## src/verilog/tlic_pkg.sv

```systemverilog
package tlic_pkg;
    // ------------------------------------------------------------
    // timing
    // ------------------------------------------------------------
    localparam int CLK_PERIOD_NS = 50;
    localparam int INSTR_CYCLE_NS = 200;
    localparam int CLKS_PER_INSTR =
        (INSTR_CYCLE_NS + CLK_PERIOD_NS - 1) / CLK_PERIOD_NS;
    localparam int TICK_W = 8;

    // ------------------------------------------------------------
    // widths
    // ------------------------------------------------------------
    localparam int ADDR_W = 8;
    localparam int DATA_W = 32;
    localparam int PC_W = 21;
    localparam int STACK_DEPTH = 2;
    localparam int SP_W = 2;
    localparam int NUM_PREGS = 5;
    localparam int NUM_EXT = 4;
    localparam int NUM_PORT = 4;
    localparam int NUM_CORE_SRC = 6;

    // ------------------------------------------------------------
    // register map (byte addresses)
    // ------------------------------------------------------------
    localparam logic [ADDR_W-1:0] OFS_RESET_CTRL = 8'h00;
    localparam logic [ADDR_W-1:0] OFS_IRQ_CTRL = 8'h04;
    localparam logic [ADDR_W-1:0] OFS_IRQ_CTRL2 = 8'h08;
    localparam logic [ADDR_W-1:0] OFS_IRQ_CTRL3 = 8'h0C;
    localparam logic [ADDR_W-1:0] OFS_FLAG_BASE = 8'h10;
    localparam logic [ADDR_W-1:0] OFS_ENABLE_BASE = 8'h24;
    localparam logic [ADDR_W-1:0] OFS_PRIO_BASE = 8'h38;
    localparam logic [ADDR_W-1:0] BANK_SPAN = 8'h14;

    // ------------------------------------------------------------
    // field positions
    // ------------------------------------------------------------
    localparam int BIT_PRIO_MODE = 7;
    localparam int BIT_GLOBAL_HIGH = 7;
    localparam int BIT_GLOBAL_LOW = 6;
    localparam int BIT_TMR_EN = 5;
    localparam int BIT_EXT0_EN = 4;
    localparam int BIT_PORT_EN = 3;
    localparam int BIT_TMR_FLAG = 2;
    localparam int BIT_EXT0_FLAG = 1;
    localparam int BIT_PORT_FLAG = 0;
    localparam int BIT_EDGE0 = 6;
    localparam int BIT_TMR_PRIO = 2;
    localparam int BIT_EXT3_PRIO = 1;
    localparam int BIT_PORT_PRIO = 0;
    localparam int BIT_EXT2_PRIO = 7;
    localparam int BIT_EXT1_PRIO = 6;
    localparam int BIT_EXT1_EN = 3;
    localparam int BIT_EXT1_FLAG = 0;

    // ------------------------------------------------------------
    // reset values and constants
    // ------------------------------------------------------------
    localparam logic [7:0] RST_RESET_CTRL = 8'h00;
    localparam logic [7:0] RST_IRQ_CTRL = 8'h00;
    localparam logic [7:0] RST_IRQ_CTRL2 = 8'hFF;
    localparam logic [7:0] RST_IRQ_CTRL3 = 8'hC0;
    localparam logic [7:0] RST_FLAG = 8'h00;
    localparam logic [7:0] RST_ENABLE = 8'h00;
    localparam logic [7:0] RST_PRIO = 8'hFF;
    localparam logic [NUM_PREGS-1:0][7:0] PREG_MASK =
        {8'h3F, 8'hFF, 8'hFF, 8'hFF, 8'hFF};
    localparam logic [PC_W-1:0] VEC_HIGH = 21'h0_0008;
    localparam logic [PC_W-1:0] VEC_LOW = 21'h0_0018;
    localparam logic [1:0] RESP_OKAY = 2'b00;
    localparam logic [1:0] RESP_SLVERR = 2'b10;

    // ------------------------------------------------------------
    // carriers
    // ------------------------------------------------------------
    typedef struct packed {
        logic [ADDR_W-1:0] awaddr;
        logic awvalid;
        logic [DATA_W-1:0] wdata;
        logic [3:0] wstrb;
        logic wvalid;
        logic bready;
        logic [ADDR_W-1:0] araddr;
        logic arvalid;
        logic rready;
    } tlic_axi_req_type;

    typedef struct packed {
        logic awready;
        logic wready;
        logic [1:0] bresp;
        logic bvalid;
        logic arready;
        logic [DATA_W-1:0] rdata;
        logic [1:0] rresp;
        logic rvalid;
    } tlic_axi_rsp_type;

    typedef struct packed {
        logic [PC_W-1:0] return_addr;
        logic return_from_service;
        logic low_power_mode;
    } tlic_core_in_type;

    typedef struct packed {
        logic pc_load;
        logic [PC_W-1:0] pc_value;
        logic req_high;
        logic req_low;
        logic wake_request;
        logic in_service_high;
        logic in_service_low;
    } tlic_core_out_type;

    typedef struct packed {
        logic [NUM_PREGS-1:0][7:0] periph_event;
        logic timer_overflow;
        logic [NUM_EXT-1:0] ext_pin;
        logic [NUM_PORT-1:0] port_pin;
    } tlic_event_in_type;
endpackage

```

## src/verilog/tlic_top.sv

```systemverilog
// Register access over AXI4-Lite and the address map were decided locally.
module tlic_top #(
    parameter int CLKS_PER_INSTR = tlic_pkg::CLKS_PER_INSTR
) (
    input wire logic CLK,
    input wire logic RESETN,
    input wire tlic_pkg::tlic_axi_req_type AXI_REQ,
    output tlic_pkg::tlic_axi_rsp_type AXI_RSP,
    input wire tlic_pkg::tlic_core_in_type CORE_IN,
    output tlic_pkg::tlic_core_out_type CORE_OUT,
    input wire tlic_pkg::tlic_event_in_type EVENTS
);
    import tlic_pkg::*;

    // ------------------------------------------------------------
    // state
    // ------------------------------------------------------------
    typedef struct packed {
        logic [7:0] reset_control_reg;
        logic [7:0] irq_control_reg;
        logic [7:0] irq_control2_reg;
        logic [7:0] irq_control3_reg;
        logic [NUM_PREGS-1:0][7:0] peripheral_flag_reg;
        logic [NUM_PREGS-1:0][7:0] peripheral_enable_reg;
        logic [NUM_PREGS-1:0][7:0] peripheral_priority_reg;
        logic [NUM_EXT-1:0] ext_s1;
        logic [NUM_EXT-1:0] ext_s2;
        logic [NUM_EXT-1:0] ext_prev;
        logic [NUM_PORT-1:0] port_s1;
        logic [NUM_PORT-1:0] port_s2;
        logic [NUM_PORT-1:0] port_prev;
        logic [TICK_W-1:0] tick_cnt;
        logic req_high;
        logic req_low;
        logic arm_high;
        logic arm_low;
        logic wake_request;
        logic pc_load;
        logic [PC_W-1:0] pc_value;
        logic in_service_high;
        logic in_service_low;
        logic [STACK_DEPTH-1:0][PC_W-1:0] stack;
        logic [SP_W-1:0] sp;
        logic aw_have;
        logic [ADDR_W-1:0] aw_addr;
        logic w_have;
        logic [DATA_W-1:0] w_data;
        logic [3:0] w_strb;
        logic awready;
        logic wready;
        logic bvalid;
        logic [1:0] bresp;
        logic arready;
        logic rvalid;
        logic [DATA_W-1:0] rdata;
        logic [1:0] rresp;
    } tlic_state_type;

    localparam logic [TICK_W-1:0] TICK_LAST =
        TICK_W'(CLKS_PER_INSTR - 1);
    localparam logic [SP_W-1:0] SP_FULL = SP_W'(STACK_DEPTH);

    tlic_state_type s_q;
    tlic_state_type s_d;

    // ------------------------------------------------------------
    // register decode
    // ------------------------------------------------------------
    // a bank is one of flag, enable or priority: five words each
    function automatic logic in_bank(
        input logic [ADDR_W-1:0] addr,
        input logic [ADDR_W-1:0] base
    );
        logic [ADDR_W-1:0] diff;
        diff = addr - base;
        return (addr >= base) && (diff < BANK_SPAN) &&
            (diff[1:0] == 2'b00);
    endfunction

    function automatic logic [2:0] bank_idx(
        input logic [ADDR_W-1:0] addr,
        input logic [ADDR_W-1:0] base
    );
        logic [ADDR_W-1:0] diff;
        diff = addr - base;
        return diff[4:2];
    endfunction

    function automatic logic [8:0] read_reg(
        input tlic_state_type st,
        input logic [ADDR_W-1:0] addr
    );
        logic [2:0] ix;
        ix = 3'd0;
        if (addr == OFS_RESET_CTRL) begin
            return {1'b1, st.reset_control_reg};
        end
        if (addr == OFS_IRQ_CTRL) begin
            return {1'b1, st.irq_control_reg};
        end
        if (addr == OFS_IRQ_CTRL2) begin
            return {1'b1, st.irq_control2_reg};
        end
        if (addr == OFS_IRQ_CTRL3) begin
            return {1'b1, st.irq_control3_reg};
        end
        if (in_bank(addr, OFS_FLAG_BASE)) begin
            ix = bank_idx(addr, OFS_FLAG_BASE);
            return {1'b1, st.peripheral_flag_reg[ix] & PREG_MASK[ix]};
        end
        if (in_bank(addr, OFS_ENABLE_BASE)) begin
            ix = bank_idx(addr, OFS_ENABLE_BASE);
            return {1'b1, st.peripheral_enable_reg[ix] & PREG_MASK[ix]};
        end
        if (in_bank(addr, OFS_PRIO_BASE)) begin
            ix = bank_idx(addr, OFS_PRIO_BASE);
            return {1'b1,
                st.peripheral_priority_reg[ix] & PREG_MASK[ix]};
        end
        return 9'h000;
    endfunction

    // ------------------------------------------------------------
    // next state
    // ------------------------------------------------------------
    always_comb begin
        logic [8:0] rd;
        logic [7:0] wb;
        logic [2:0] ix;
        logic hit;
        logic tick;
        logic prio_mode;
        logic [NUM_EXT-1:0] ext_evt;
        logic port_evt;
        logic [NUM_CORE_SRC-1:0] c_flag;
        logic [NUM_CORE_SRC-1:0] c_en;
        logic [NUM_CORE_SRC-1:0] c_prio;
        logic [NUM_PREGS-1:0][7:0] p_act;
        logic any_high;
        logic any_low;
        logic any_core;
        logic any_periph;
        logic any_pending;
        logic high_ok;
        logic low_ok;
        logic high_c;
        logic low_c;
        rd = 9'h000;
        wb = 8'h00;
        ix = 3'd0;
        hit = 1'b0;
        ext_evt = '0;
        p_act = '0;
        tick = 1'b0;
        prio_mode = 1'b0;
        port_evt = 1'b0;
        c_flag = '0;
        c_en = '0;
        c_prio = '0;
        any_high = 1'b0;
        any_low = 1'b0;
        any_core = 1'b0;
        any_periph = 1'b0;
        any_pending = 1'b0;
        high_ok = 1'b0;
        low_ok = 1'b0;
        high_c = 1'b0;
        low_c = 1'b0;
        s_d = s_q;
        s_d.pc_load = 1'b0;

        // instruction cycle strobe
        tick = (s_q.tick_cnt == TICK_LAST);
        s_d.tick_cnt = tick ? '0 : s_q.tick_cnt + TICK_W'(1);

        // pins are asynchronous: two stages before use
        s_d.ext_s1 = EVENTS.ext_pin;
        s_d.ext_s2 = s_q.ext_s1;
        s_d.ext_prev = s_q.ext_s2;
        s_d.port_s1 = EVENTS.port_pin;
        s_d.port_s2 = s_q.port_s1;
        s_d.port_prev = s_q.port_s2;
        for (int i = 0; i < NUM_EXT; i++) begin
            ext_evt[i] = s_q.irq_control2_reg[BIT_EDGE0 - i] ?
                (s_q.ext_s2[i] & ~s_q.ext_prev[i]) :
                (~s_q.ext_s2[i] & s_q.ext_prev[i]);
        end
        port_evt = |(s_q.port_s2 ^ s_q.port_prev);

        // write channel: address and data in either order
        if (AXI_REQ.awvalid && s_q.awready) begin
            s_d.aw_have = 1'b1;
            s_d.aw_addr = AXI_REQ.awaddr;
        end
        if (AXI_REQ.wvalid && s_q.wready) begin
            s_d.w_have = 1'b1;
            s_d.w_data = AXI_REQ.wdata;
            s_d.w_strb = AXI_REQ.wstrb;
        end
        if (s_q.bvalid && AXI_REQ.bready) begin
            s_d.bvalid = 1'b0;
        end
        if (s_q.aw_have && s_q.w_have && !s_q.bvalid) begin
            wb = s_q.w_data[7:0];
            hit = 1'b1;
            // only byte lane 0 carries register bits
            if (s_q.aw_addr == OFS_RESET_CTRL) begin
                if (s_q.w_strb[0]) s_d.reset_control_reg = wb;
            end else if (s_q.aw_addr == OFS_IRQ_CTRL) begin
                if (s_q.w_strb[0]) s_d.irq_control_reg = wb;
            end else if (s_q.aw_addr == OFS_IRQ_CTRL2) begin
                if (s_q.w_strb[0]) s_d.irq_control2_reg = wb;
            end else if (s_q.aw_addr == OFS_IRQ_CTRL3) begin
                if (s_q.w_strb[0]) s_d.irq_control3_reg = wb;
            end else if (in_bank(s_q.aw_addr, OFS_FLAG_BASE)) begin
                ix = bank_idx(s_q.aw_addr, OFS_FLAG_BASE);
                if (s_q.w_strb[0]) begin
                    s_d.peripheral_flag_reg[ix] = wb & PREG_MASK[ix];
                end
            end else if (in_bank(s_q.aw_addr, OFS_ENABLE_BASE)) begin
                ix = bank_idx(s_q.aw_addr, OFS_ENABLE_BASE);
                if (s_q.w_strb[0]) begin
                    s_d.peripheral_enable_reg[ix] = wb & PREG_MASK[ix];
                end
            end else if (in_bank(s_q.aw_addr, OFS_PRIO_BASE)) begin
                ix = bank_idx(s_q.aw_addr, OFS_PRIO_BASE);
                if (s_q.w_strb[0]) begin
                    s_d.peripheral_priority_reg[ix] =
                        wb & PREG_MASK[ix];
                end
            end else begin
                hit = 1'b0;
            end
            s_d.aw_have = 1'b0;
            s_d.w_have = 1'b0;
            s_d.bvalid = 1'b1;
            s_d.bresp = hit ? RESP_OKAY : RESP_SLVERR;
        end

        // events after the write: a set beats a same-cycle clear
        s_d.peripheral_flag_reg = s_d.peripheral_flag_reg |
            (EVENTS.periph_event & PREG_MASK);
        if (EVENTS.timer_overflow) begin
            s_d.irq_control_reg[BIT_TMR_FLAG] = 1'b1;
        end
        if (ext_evt[0]) begin
            s_d.irq_control_reg[BIT_EXT0_FLAG] = 1'b1;
        end
        if (port_evt) begin
            s_d.irq_control_reg[BIT_PORT_FLAG] = 1'b1;
        end
        for (int i = 1; i < NUM_EXT; i++) begin
            if (ext_evt[i]) begin
                s_d.irq_control3_reg[BIT_EXT1_FLAG + i - 1] = 1'b1;
            end
        end

        // per-source flag, enable, priority (order: tmr, ext0..3, port)
        c_flag = {s_q.irq_control_reg[BIT_PORT_FLAG],
            s_q.irq_control3_reg[BIT_EXT1_FLAG + 2],
            s_q.irq_control3_reg[BIT_EXT1_FLAG + 1],
            s_q.irq_control3_reg[BIT_EXT1_FLAG],
            s_q.irq_control_reg[BIT_EXT0_FLAG],
            s_q.irq_control_reg[BIT_TMR_FLAG]};
        c_en = {s_q.irq_control_reg[BIT_PORT_EN],
            s_q.irq_control3_reg[BIT_EXT1_EN + 2],
            s_q.irq_control3_reg[BIT_EXT1_EN + 1],
            s_q.irq_control3_reg[BIT_EXT1_EN],
            s_q.irq_control_reg[BIT_EXT0_EN],
            s_q.irq_control_reg[BIT_TMR_EN]};
        // the first pin has no priority bit and is always high
        c_prio = {s_q.irq_control2_reg[BIT_PORT_PRIO],
            s_q.irq_control2_reg[BIT_EXT3_PRIO],
            s_q.irq_control3_reg[BIT_EXT2_PRIO],
            s_q.irq_control3_reg[BIT_EXT1_PRIO],
            1'b1,
            s_q.irq_control2_reg[BIT_TMR_PRIO]};
        p_act = s_q.peripheral_flag_reg & s_q.peripheral_enable_reg &
            PREG_MASK;
        any_core = |(c_flag & c_en);
        any_periph = |p_act;
        any_high = |(c_flag & c_en & c_prio) |
            |(p_act & s_q.peripheral_priority_reg);
        any_low = |(c_flag & c_en & ~c_prio) |
            |(p_act & ~s_q.peripheral_priority_reg);
        any_pending = any_core | any_periph;

        prio_mode = s_q.reset_control_reg[BIT_PRIO_MODE];
        high_ok = s_q.irq_control_reg[BIT_GLOBAL_HIGH];
        low_ok = s_q.irq_control_reg[BIT_GLOBAL_LOW];
        if (prio_mode) begin
            high_c = any_high & high_ok;
            // high routine in progress keeps low requests out
            low_c = any_low & high_ok & low_ok &
                ~s_q.in_service_high;
        end else begin
            // priority bits unused; everything goes high
            high_c = high_ok & (any_core | (low_ok & any_periph));
            low_c = 1'b0;
        end

        if (tick) begin
            s_d.req_high = high_c;
            s_d.req_low = low_c;
            // one more held tick stretches pin latency to 3..4 ticks
            s_d.arm_high = s_q.req_high & high_c;
            s_d.arm_low = s_q.req_low & low_c;
        end
        s_d.wake_request = CORE_IN.low_power_mode & any_pending;

        // return beats a vector in the same cycle
        if (CORE_IN.return_from_service) begin
            s_d.pc_load = 1'b1;
            if (s_q.sp != '0) begin
                s_d.pc_value = s_q.stack[s_q.sp - SP_W'(1)];
                s_d.sp = s_q.sp - SP_W'(1);
            end
            if (s_q.in_service_high) begin
                s_d.in_service_high = 1'b0;
                s_d.irq_control_reg[BIT_GLOBAL_HIGH] = 1'b1;
            end else if (s_q.in_service_low) begin
                s_d.in_service_low = 1'b0;
                s_d.irq_control_reg[BIT_GLOBAL_LOW] = 1'b1;
            end else begin
                s_d.irq_control_reg[BIT_GLOBAL_HIGH] = 1'b1;
            end
        end else if (tick && s_q.arm_high && high_c) begin
            s_d.pc_load = 1'b1;
            s_d.pc_value = VEC_HIGH;
            s_d.in_service_high = 1'b1;
            s_d.irq_control_reg[BIT_GLOBAL_HIGH] = 1'b0;
            s_d.req_high = 1'b0;
            s_d.arm_high = 1'b0;
            // a full stack drops the push; depth limits nesting
            if (s_q.sp != SP_FULL) begin
                s_d.stack[s_q.sp] = CORE_IN.return_addr;
                s_d.sp = s_q.sp + SP_W'(1);
            end
        end else if (tick && s_q.arm_low && low_c) begin
            s_d.pc_load = 1'b1;
            s_d.pc_value = VEC_LOW;
            s_d.in_service_low = 1'b1;
            s_d.irq_control_reg[BIT_GLOBAL_LOW] = 1'b0;
            s_d.req_low = 1'b0;
            s_d.arm_low = 1'b0;
            if (s_q.sp != SP_FULL) begin
                s_d.stack[s_q.sp] = CORE_IN.return_addr;
                s_d.sp = s_q.sp + SP_W'(1);
            end
        end

        // read channel
        if (AXI_REQ.arvalid && s_q.arready) begin
            rd = read_reg(s_q, AXI_REQ.araddr);
            s_d.rvalid = 1'b1;
            s_d.rdata = {24'h00_0000, rd[7:0]};
            s_d.rresp = rd[8] ? RESP_OKAY : RESP_SLVERR;
        end else if (s_q.rvalid && AXI_REQ.rready) begin
            s_d.rvalid = 1'b0;
        end

        s_d.awready = ~s_d.aw_have & ~s_d.bvalid;
        s_d.wready = ~s_d.w_have & ~s_d.bvalid;
        s_d.arready = ~s_d.rvalid;
    end

    // ------------------------------------------------------------
    // registers
    // ------------------------------------------------------------
    always_ff @(posedge CLK or negedge RESETN) begin
        if (!RESETN) begin
            s_q <= '0;
            s_q.reset_control_reg <= RST_RESET_CTRL;
            s_q.irq_control_reg <= RST_IRQ_CTRL;
            s_q.irq_control2_reg <= RST_IRQ_CTRL2;
            s_q.irq_control3_reg <= RST_IRQ_CTRL3;
            s_q.peripheral_flag_reg <= {NUM_PREGS{RST_FLAG}};
            s_q.peripheral_enable_reg <= {NUM_PREGS{RST_ENABLE}};
            s_q.peripheral_priority_reg <= {NUM_PREGS{RST_PRIO}};
        end else begin
            s_q <= s_d;
        end
    end

    // ------------------------------------------------------------
    // outputs
    // ------------------------------------------------------------
    always_comb begin
        AXI_RSP.awready = s_q.awready;
        AXI_RSP.wready = s_q.wready;
        AXI_RSP.bresp = s_q.bresp;
        AXI_RSP.bvalid = s_q.bvalid;
        AXI_RSP.arready = s_q.arready;
        AXI_RSP.rdata = s_q.rdata;
        AXI_RSP.rresp = s_q.rresp;
        AXI_RSP.rvalid = s_q.rvalid;
        CORE_OUT.pc_load = s_q.pc_load;
        CORE_OUT.pc_value = s_q.pc_value;
        CORE_OUT.req_high = s_q.req_high;
        CORE_OUT.req_low = s_q.req_low;
        CORE_OUT.wake_request = s_q.wake_request;
        CORE_OUT.in_service_high = s_q.in_service_high;
        CORE_OUT.in_service_low = s_q.in_service_low;
    end
endmodule

```

## config.mk

```make
export PLATFORM = sky130hd
export DESIGN_NAME = tlic_top
export DESIGN_NICKNAME = d
export VERILOG_FILES = /design/src/verilog/tlic_pkg.sv /design/src/verilog/tlic_top.sv
export SDC_FILE = /design/constraint.sdc
export NUM_CORES = 1
export LEC_CHECK = 0
export BUFFER_PORTS_ARGS = -buffer_cell sky130_fd_sc_hd__clkbuf_2
export CORE_MARGIN = 3
export CORE_UTILIZATION = 48
export CTS_BUF_LIST = sky130_fd_sc_hd__clkbuf_8 sky130_fd_sc_hd__clkbuf_16
export CTS_CLUSTER_DIAMETER = 30
export CTS_CLUSTER_SIZE = 16
export DETAILED_ROUTE_END_ITERATION = 8
export GPL_ROUTABILITY_DRIVEN = 0
export PLACE_DENSITY_LB_ADDON = 0.25
export SLEW_MARGIN = 30
export SYNTH_ARGS = -nofsm -noshare
export SYNTH_HDL_FRONTEND = slang
export SYNTH_SLANG_ARGS = --single-unit
```

## constraint.sdc

```tcl
create_clock -name CLK -period 5.5 [get_ports CLK]
set_input_delay 0.275 -clock CLK [delete_from_list [all_inputs] [get_ports CLK]]
set_output_delay 0.275 -clock CLK [all_outputs]
set_load 0.005 [all_outputs]
```

Word-level counts from Yosys, hierarchy flattened --
Memories as Yosys holds them, arrays and structs flattened. Cells that the tools add are included. Widths: inputs -> output; s select.
Storage, ports and cells: register bits 320, latch bits 0, RAM bits 0, memory bits (read-only) 384, bits of input ports 131, output and inout bits 68, word-level logic and storage cells 420, memories 6
Operators by class: add/subtract/negate cells 9, $mul 0, divide/modulo/power cells 0, order comparisons 24, eq/ne operators 23, shift-type cells 0, mux-type cells 160, bitwise gates (word level) 59, reduce and logical (&&, ||, !) cells 81
Memories:
- (name not given) | depth 8, bits a word 8, rd ports 1, clocked after memory_dff 0, write ports 0, RTL line tlic_top.sv:118 | st.peripheral_priority_reg[ix] & PREG_MASK[ix]};
- (name not given) | depth 8, bits a word 8, rd ports 1, clocked after memory_dff 0, write ports 0, RTL line tlic_top.sv:113 | return {1'b1, st.peripheral_enable_reg[ix] & PREG_MASK[ix]};
- (name not given) | depth 8, bits a word 8, rd ports 1, clocked after memory_dff 0, write ports 0, RTL line tlic_top.sv:109 | return {1'b1, st.peripheral_flag_reg[ix] & PREG_MASK[ix]};
- (name not given) | depth 8, bits a word 8, rd ports 1, clocked after memory_dff 0, write ports 0, RTL line tlic_top.sv:229 | wb & PREG_MASK[ix];
- (name not given) | depth 8, bits a word 8, rd ports 1, clocked after memory_dff 0, write ports 0, RTL line tlic_top.sv:223 | s_d.peripheral_enable_reg[ix] = wb & PREG_MASK[ix];
- (name not given) | depth 8, bits a word 8, rd ports 1, clocked after memory_dff 0, write ports 0, RTL line tlic_top.sv:218 | s_d.peripheral_flag_reg[ix] = wb & PREG_MASK[ix];
Operators by type and width (count):
- $mux 144 | 2
- $mux 40 | 7
- $mux 9 | 22
- $mux 8 | 19
- $mux 136 | 1
- $mux 128 | 1
- $bwmux 40 | 3
- $mux 120 | 1
- $mux 44 | 2
- $mux 21 | 4
- $and 38x40->40 | 2
- $mux 80 | 1
- $reduce_or 40->1 | 2
- $mux 1 | 76
- $bmux 8 s3 | 3
- $demux 8 s3 | 3
- $and 8x8->8 | 6
- $lt 8x5->1 const B | 6
- $mux 45 | 1
- $mux 22 | 2
- $reduce_bool 2->1 | 22
- $bwmux 42 | 1
- $not 40->40 | 1
- $or 40x38->40 | 1
- 44 further kinds | 167

Depth between registers and ports, before layout --
Gate-level depths: netlist of the first run.
depth in word-level cells 39, gate-level depth with buffers 14, depth with buffers taken out 10

Worst setup path after synthesis of the first run --
Ideal clock, no wire load.
kind reg-to-reg, start point register s_q[81] (netlist bit), end point register (tool-made name), library setup time 0.125 ns, arrival time 2.936 ns, data required time 5.375 ns, slack 2.439 ns, cell stages (with the launch flop) 12, path buffers 1, clock period less this slack 3.061 ns, cells stage by stage dfrtp_1 -> inv_1 -> ha_1 -> buf_2 -> nand2b_4 -> nor2b_1 -> or4_1 -> a21o_1 -> a21oi_4 -> nand3_2 -> nor3_2 -> mux2_2
RTL lines:
- from (decl) | RTL line tlic_top.sv:63 | tlic_state_type s_q;

==> flow_metrics.py, run 1 <==
metrics = {
    "global_routing": {
        "gr-total-overflow": 0,
        "grt_pass1_vias": 11876,
        "antenna_found_initial": 1,
        "grt_first_pass_wirelength_um": 68200,
        "grtUsageTotal_pct": 25.9,
        "grt_max_degree": 174,
    },
    "clock_tree": {
        "cts_buffers": 75,
        "clk_pin_slew_ns": 0.04,
        "cts_setup_buffers": 0,
        "cts_buffer_depth": 3,
        "cts_root_buffer": "clkbuf_16",
        "cts_tree": "built",
        "hold_buffers": 91,
        "cts_resized": 0,
        "cts.sinks": 285,
        "clock_latency_ns": 0.58,
        "cts_htree_levels": 3,
    },
    "timing": {
        "fin_skew_ns": 0.0301,
        "relSlewSlack_pct": 33.1,
        "period_minus_slack_ns": 3.87,
        "clock.fmax_mhz": 259,
        "min_period_over_period_pct": 70.3,
        "setup_tns_ns": 0,
        "worst_slew_pin_slew_ns": 1.00,
        "rsz0062_at_grt": "false",
        "hold_violations": 0,
        "setup_violations": 0,
        "slew_viol_final": 0,
    },
    "floorplanning": {
        "coreArea_um2": 30800,
        "die-area_um2": 33700,
        "initial_core_util_pct": 49.1,
        "die_x_um": 184,
        "fp.dieH_um": 184,
        "row_count": 64,
        "io_pins": 199,
    },
    "power_and_ir_drop": {
        "power_frac_seq_pct": 32.1,
        "power_frac_comb_pct": 15.3,
        "pwr-share-clk_pct": 52.6,
        "pwr_density_cell_nw_per_um2": 443,
        "ir_drop_v": 0.000322,
        "p_switching_mw": 2.60,
        "p_sw_share_pct": 30.4,
        "cell_internal_pwr_mw": 5.96,
        "p_leak_nw": 8.65,
    },
    "final_layout": {
        "drive_gt1_share_pct": 32.3,
        "fillerInstances": 2427,
        "area_growth_pct": 27.6,
        "fin_util_pct": 62.7,
        "fin_nets": 1725,
    },
    "drt": {
        "dr.pass1.iters": 6,
        "wirelength_um": 44000,
        "viasPerCell": 5.92,
        "drcViolationCount": 0,
        "drt-wirelength-per-cell_um": 21.8,
        "ant_nets": 0,
        "drt_iter0_markers": 1101,
        "num_vias": 11937,
    },
    "yosys": {
        "synth.distinct_cells": 70,
        "synth_top_area_share_pct": 39.2,
        "async_flop_share_pct": 100,
        "synth_top_cell_by_area": "dfrtp_1",
        "ys.warnings.count": 0,
        "yosys-top-cells-count": "dfrtp_1, mux2_2, nand2_1, buf_4, nand3_1",
        "syn_area_per_cell_um2": 11.2,
        "synth_edf_count": 0,
        "synthesis.area_um2": 15100,
        "synth_seq_area_share_pct": 47.5,
        "synthFlopType": "dfrtp_1",
        "ys_ff_latch": 285,
        "synthMostInstantiatedCell": "dfrtp_1",
        "ys_top_cells_by_area": "dfrtp_1, mux2_2, dfstp_2, mux2_4, buf_4",
        "synth_cells": 1349,
    },
    "worst_setup_path": {
        "r2r_cells": 10,
        "worstSetupStartpointType": "flop",
        "ff2ff_setup_slack_ns": 1.63,
        "cp_cell_sequence": "inv_1 > ha_1 > nand2b_4 > nor2b_1 > or4_1 > a21o_1 > a21oi_4 > nand3_2 > nor3b_4 > mux2_2",
        "startpoint": "s_q[80]",
        "cp_num_cells": 10,
        "arrival_ns": 4.32,
        "critPathTopFamily": "simple AND/OR/NAND/NOR gates",
        "slowest_delay_ns": 0.68,
        "cp-end-kind": "flop",
        "required_ns": 5.95,
        "slowest_stage": "dfrtp_1",
        "rr_startpoint": "s_q[80]",
        "crit_fanout": 15,
        "cp_num_buf_inv": 1,
        "critPathKind": "flop to flop",
    },
    "min_path": {
        "worstHoldPathType": "primary input to asynchronous set/reset pin",
    },
    "status": {
        "status": "finished, final reports clean",
    },
    "run": {
        "cap_violations": 0,
    },
    "placed_design": {
        "port_buffers": 143,
        "dp_hpwl_um": 29000,
    },
}
==> power groups by stage <==
stage	clock, mW	combinational, mW	sequential (mW)
after floorplan	0	1.07	2.46
after global placement	0	1.22	2.75
after detailed placement	0	1.24	2.75
after CTS	4.55	1.30	2.73
after global routing	4.69	1.45	2.77
final	4.50	1.31	2.75
==> cells by family (layout without fill, tap and decap cells) <==
family / count (synthesis) / after routing / share of synthesized area, %
buffers and inverters: 165 / 411 / 6.25
xor gates and xnor gates: 16 / 16 / 0.925
adders and majority gates: 34 / 34 / 2.81
other: 1 / 27 / 0.0248
and+or+nand+nor: 389 / 389 / 13.2
AOI/OAI and AO/OA: 238 / 238 / 11.4
DFF: 285 / 285 / 47.5
muxes: 221 / 221 / 17.9
==> worst min path at each step <==
stage / startpoint / cells past startpoint / slack [ns] / endpoint
floorplan: RESETN / 0 / -0.02 / AXI_RSP[0]
global placement: RESETN / 1 / 0.20 / s_q[280]
detailed placement: RESETN / 1 / 0.21 / s_q[280]
CTS: RESETN / 2 / 0.21 / s_q[281]
global route: RESETN / 2 / 0.25 / s_q[304]
finish: RESETN / 2 / 0.22 / s_q[305]
==> cell type report <==
type                            instances  area [um2]  share of cell area (%)
Multi-Input combinational cell        924        7120                    36.8
Tap cell                              396         495                    2.56
Antenna cell                            1        2.50                  0.0130
Clock inverter                         52         643                    3.33
Timing Repair Buffer                  244        1740                    9.03
Clock buffer                           85        2010                    10.4
Inverter                               30         113                   0.583
Sequential cell                       285        7190                    37.2
==> metrics by stage <==
step | instances | setup slack [ns] | hold WS (ns) | power [mW] | instance area, um2
finish | 2017 | 1.63 | 0.218 | 8.56 | 19300
global route | 2017 | 1.28 | 0.254 | 8.91 | 19300
CTS | 2015 | 1.70 | 0.214 | 8.58 | 19300
detailed placement | 1787 | 1.71 | 0.212 | 3.99 | 15700
global placement | 1787 | 1.82 | 0.204 | 3.96 | 15700
floorplan | 1374 | 2.44 | -0.0206 | 3.53 | 15200
==> metal layers <==
| metal | track usage [%] | part of all wire [%] | vias to the layer above |
|---|---|---|---|
| met5 | 0 | 0 | - |
| met4 | 13.3 | 5.0 | 0 |
| met3 | 6.85 | 9.1 | 147 |
| met2 | 39.0 | 45 | 617 |
| met1 | 34.5 | 41 | 5882 |
| li1 | - | - | 5291 |
==> placed cells by master, fill, tap and decap left out, types with 35 or more instances in the layout <==
cell type	Yosys	routed
nand3_1	68	68
mux2_4	40	40
nor2_1	66	66
dfstp_2	48	48
dlygate4sd3_1	0	91
a211o_1	35	35
o21ai_0	36	36
clkbuf_16	0	75
mux2_2	121	121
a21oi_1	48	48
inv_1	30	41
mux2i_1	48	48
nand2_1	108	108
dfrtp_1	237	237
clkbuf_2	0	142
Note: power is estimated with default switching activity, not from simulation.
==> inputs of run 2 (changes only) <==
clock period = 3.85 ns   (was 5.5 ns; I/O delays follow)
==> flow_metrics.py, run 2 (same netlist as run 1, synthesis figures left out) <==
metrics = {
    "global_routing": {
        "antenna_found_initial": 0,
        "gr-total-overflow": 0,
        "grt_first_pass_wirelength_um": 68000,
        "grt_max_degree": 119,
        "grtUsageTotal_pct": 25.8,
        "grt_pass1_vias": 12021,
    },
    "floorplanning": {
        "coreArea_um2": 30800,
        "die-area_um2": 33700,
        "fp.dieH_um": 184,
        "io_pins": 199,
        "initial_core_util_pct": 49.1,
        "row_count": 64,
        "die_x_um": 184,
    },
    "worst_setup_path": {
        "arrival_ns": 3.95,
        "crit_fanout": 9,
        "slowest_stage": "nor2_2",
        "required_ns": 4.29,
        "cp-end-kind": "flop",
        "slowest_delay_ns": 0.57,
        "worstSetupStartpointType": "flop",
        "cp_cell_sequence": "inv_1 > ha_1 > nand2b_4 > nor2b_1 > or4_1 > a21o_1 > a21oi_4 > nand3_2 > nor2_2 > mux2_2",
        "critPathKind": "flop to flop",
    },
    "timing": {
        "relSlewSlack_pct": 30.1,
        "setup_violations": 0,
        "setup_tns_ns": 0,
        "hold_violations": 0,
        "slew_viol_final": 0,
        "rsz0062_at_grt": "false",
        "fin_skew_ns": 0.0300,
        "worst_slew_pin_slew_ns": 1.05,
        "min_period_over_period_pct": 91.3,
        "period_minus_slack_ns": 3.51,
        "clock.fmax_mhz": 285,
    },
    "final_layout": {
        "drive_gt1_share_pct": 32.4,
        "diodes": 0,
        "layout_common_cells": "dfrtp_1, clkbuf_2, mux2_2, nand2_1, dlygate4sd3_1",
        "fin_nets": 1729,
        "layout_commonest_cell": "dfrtp_1",
        "area_growth_pct": 26.3,
        "fin_util_pct": 62.1,
    },
    "clock_tree": {
        "cts_buffers": 66,
        "cts_tree": "built",
        "cts_buffer_depth": 3,
        "cts_resized": 0,
        "clk_pin_slew_ns": 0.05,
        "cts_setup_buffers": 0,
        "cts.sinks": 285,
        "hold_buffers": 91,
        "cts_htree_levels": 3,
        "clock_latency_ns": 0.56,
        "cts_root_buffer": "clkbuf_16",
    },
    "power_and_ir_drop": {
        "p_leak_nw": 8.57,
        "power_mw": 11.7,
        "pwr_density_cell_nw_per_um2": 613,
        "ir_drop_v": 0.000434,
    },
    "drt": {
        "ant_nets": 0,
        "viasPerCell": 5.89,
        "wirelength_um": 43600,
        "drt-wirelength-per-cell_um": 21.6,
        "dr.pass1.iters": 6,
        "drt_iter0_markers": 1191,
        "num_vias": 11865,
        "drcViolationCount": 0,
    },
    "status": {
        "status": "finished, final reports clean",
    },
    "placed_design": {
        "dp_hpwl_um": 29400,
        "port_buffers": 143,
    },
    "min_path": {
        "worstHoldPathType": "primary input to asynchronous set/reset pin",
    },
    "run": {
        "cap_violations": 0,
    },
}
run 2: cell count changes in the layout (fill, tap and decap cells not counted), moves of 2 or more:
cell and change:
inv_1 -4, clkbuf_16 -9, buf_4 +12, clkinv_4 -2
clkinvlp_4 -4, clkbuf_8 -3, inv_6 +8
run 2: critical path, delay by kind of cell, from the launching register on:
kind / cells / cell delay [ns]
mux: 1 / 0.41
simple gates: 5 / 1.53
buf+inv: 1 / 0.20
flops: 1 / 0.52
compound gates: 2 / 0.43
fa+ha+maj: 1 / 0.31
run 2: power by group:
group	total, mW	switching, mW	leakage (nW)	internal, mW
combinational	1.96	1.11	3.96	0.847
sequential	3.88	0.573	3.43	3.31
clock	5.88	1.88	1.19	4.00
run 2: final timing paths:
check / to / slack, ns / cells after the start / from
setup / recovery: flop / 0.34 / 10 / s_q[81]
min in group CLK: AXI_RSP[3] / 0.20 / 4 / AXI_REQ[1]
setup reg to reg: flop / 0.34 / 10 / s_q[81]
hold reg to reg: s_d[182] / 0.34 / 0 / s_d[186]
hold / removal: s_q[277] / 0.11 / 2 / RESETN
max in group asynchronous: s_q[318] / 2.57 / 4 / RESETN
run 2: metal layers:
layer  wire [um]  GRT usage (%)  up-vias
met5           0              0        -
met4        1920           11.1        0
met3        3770           6.83      142
met2       19900           40.2      592
met1       18000           34.3     5831
li1            -              -     5300
run 2: area by class of cell:
| cell class | instances | area, um2 |
|---|---|---|
| flip-flops and latches | 285 | 7190 |
| well taps | 396 | 495 |
| clock buffers | 73 | 1750 |
| clock inverters | 49 | 619 |
| multi-input cells | 924 | 7110 |
| fillers | 2433 | 11700 |
| repair buffers | 257 | 1850 |
| inverters | 30 | 113 |
run 2: per-stage QoR:
stage               instance area [um2]  worst slack (ns)  std cells  hold slack [ns]
global placement                  15800             0.471       1800            0.302
finish                            19100             0.335       2014            0.113
floorplan                         15200             0.789       1374           -0.103
CTS                               19100             0.383       2013            0.180
detailed placement                15800             0.429       1800            0.302
global route                      19100             0.119       2014            0.142
==> inputs of run 3 (changes only) <==
ABC_AREA = 1   (was not set)
CTS_CLUSTER_DIAMETER = not set   (was 30)
==> flow_metrics.py, run 3 <==
metrics = {
    "status": {
        "status": "finished, final reports clean",
    },
    "final_layout": {
        "diodes": 0,
        "layout_commonest_cell": "nand2_1",
        "area_growth_pct": 17.0,
        "fin_nets": 2241,
        "drive_gt1_share_pct": 15.9,
        "layout_common_cells": "nand2_1, dfrtp_1, nor2_1, o21ai_0, clkbuf_2",
    },
    "yosys": {
        "syn_area_per_cell_um2": 8.01,
        "synthMostInstantiatedCell": "nand2_1",
        "ys.warnings.count": 0,
        "ys_ff_latch": 285,
        "synthFlopType": "dfrtp_1",
        "ys_top_cells_by_area": "dfrtp_1, nand2_1, dfstp_2, o21ai_0, nor2_1",
        "yosys-top-cells-count": "nand2_1, dfrtp_1, nor2_1, o21ai_0, nand3_1",
        "synth_cells": 1911,
        "synthesis.area_um2": 15300,
        "synth_top_area_share_pct": 38.7,
        "synth.distinct_cells": 56,
        "synth_top_cell_by_area": "dfrtp_1",
        "synth_seq_area_share_pct": 47.0,
        "async_flop_share_pct": 100,
        "synth_edf_count": 0,
    },
    "power_and_ir_drop": {
        "power_mw": 9.84,
        "p_leak_nw": 8.51,
        "pwr_density_cell_nw_per_um2": 550,
        "ir_drop_v": 0.000428,
    },
    "floorplanning": {
        "row_count": 64,
        "die-area_um2": 34100,
        "die_x_um": 185,
        "coreArea_um2": 31000,
        "initial_core_util_pct": 49.4,
        "io_pins": 199,
        "fp.dieH_um": 185,
    },
    "global_routing": {
        "antenna_found_initial": 0,
        "grt_first_pass_wirelength_um": 70700,
        "grt_pass1_vias": 12857,
        "grtUsageTotal_pct": 26.3,
        "grt_max_degree": 106,
        "gr-total-overflow": 0,
    },
    "clock_tree": {
        "cts.sinks": 285,
        "cts_root_buffer": "clkbuf_16",
        "cts_buffers": 30,
        "clk_pin_slew_ns": 0.07,
        "cts_htree_levels": 1,
        "cts_tree": "built",
        "clock_latency_ns": 0.58,
        "cts_buffer_depth": 3,
    },
    "worst_setup_path": {
        "required_ns": 4.27,
        "ff2ff_setup_slack_ns": 0.65,
        "startpoint": "s_q[80]",
        "critPathKind": "flop to flop",
        "crit_fanout": 13,
        "r2r_cells": 10,
        "worstSetupStartpointType": "flop",
        "cp_cell_sequence": "inv_1 > ha_1 > inv_2 > a21oi_1 > o21ai_0 > nand4_4 > nor4_1 > nand4_1 > nand2_1 > o21ai_1",
        "slowest_stage": "dfrtp_1",
        "rr_startpoint": "s_q[80]",
        "slowest_delay_ns": 0.60,
        "cp-end-kind": "flop",
        "arrival_ns": 3.63,
    },
    "timing": {
        "fin_hold_ws_ns": 0.148,
        "setup_violations": 0,
        "setup_tns_ns": 0,
        "relSlewSlack_pct": 35.8,
        "clock.fmax_mhz": 312,
        "slew_viol_final": 0,
        "worst_slew_pin_slew_ns": 0.962,
        "period_minus_slack_ns": 3.20,
        "min_period_over_period_pct": 83.2,
        "hold_violations": 0,
        "rsz0062_at_grt": "false",
        "fin_skew_ns": 0.0154,
    },
    "drt": {
        "num_vias": 13812,
        "drt_iter0_markers": 1749,
        "wirelength_um": 45200,
        "ant_nets": 0,
        "dr.pass1.iters": 5,
        "drt-wirelength-per-cell_um": 18.1,
        "drcViolationCount": 0,
        "viasPerCell": 5.53,
    },
    "min_path": {
        "worstHoldPathType": "primary input to flop",
        "holdPathStages": 4,
    },
    "placed_design": {
        "port_buffers": 143,
        "dp_hpwl_um": 31900,
    },
    "run": {
        "cap_violations": 0,
    },
}
[run 3: logic make-up (layout without fill, tap and decap cells)]
logic type	Yosys count	after routing	share of synthesized area, %
AO/OA/AOI/OAI	379	379	14.0
XOR/XNOR	9	9	0.515
adder cells (fa/ha/maj)	34	34	2.78
buffers and inverters	264	428	8.80
flip-flops	285	285	47.0
other	1	26	0.0245
AND/OR/NAND/NOR	939	939	26.9
[run 3: how the worst min path moves through the flow]
stage                     start  slack (ns)                    endpoint
floorplan                RESETN       -0.10                  AXI_RSP[0]
global placement         RESETN        0.24                CORE_OUT[11]
detailed placement       RESETN        0.25  asynchronous set/reset pin
CTS                 AXI_REQ[11]        0.12                     s_q[52]
global route        AXI_REQ[11]        0.19                     s_q[52]
finish              AXI_REQ[11]        0.15                     s_q[52]
[run 3: critical path, delay by kind of cell, from the launching register on]
kind / cells / cell delay, ns
and+or+nand+nor: 4 / 1.15
DFF: 1 / 0.60
buffers and inverters: 2 / 0.49
AOI/OAI and AO/OA: 3 / 0.46
adders and majority gates: 1 / 0.34
[run 3: metal layers]
layer  wire, um  GRT usage, %  up-vias
met5          0             0        -
met4       1980          10.0        0
met3       4320          4.68      122
met2      20000          40.9      701
met1      18800          37.0     6393
li1           -             -     6596
[run 3: area by class of cell]
cell class	count	area (um2)
timing repair buffer	253	1820
multi-input combinational	1387	6860
inverter	119	449
clock buffer	37	847
fill	2796	13100
sequential	285	7190
clock inverter	19	244
tap	396	495
[run 3: through the flow]
step           util, %  instance area [um2]  cells  setup slack (ns)
6_report          57.8                17900   2496             0.646
3_5_place_dp      51.3                15900   2348             0.670
4_1_cts           57.8                17900   2496             0.637
2_1_floorplan        -                15400   1936              1.44
5_1_grt           57.8                17900   2496             0.269
3_3_place_gp      51.3                15900   2348             0.772
[run 3: repair_timing]
action | CTS | global route
hold endpoints to repair | 197 | 0
setup buffers | 0 | 0
setup endpoints to repair | 0 | 0
hold buffers | 92 | 0
resized for setup | 0 | 0
[run 3: power by group]
| part | internal (mW) | switching, mW |
|---|---|---|
| Clock | 1.89 | 1.22 |
| Combinational | 0.874 | 2.05 |
| Sequential | 3.43 | 0.376 |
| Total | 6.19 | 3.65 |
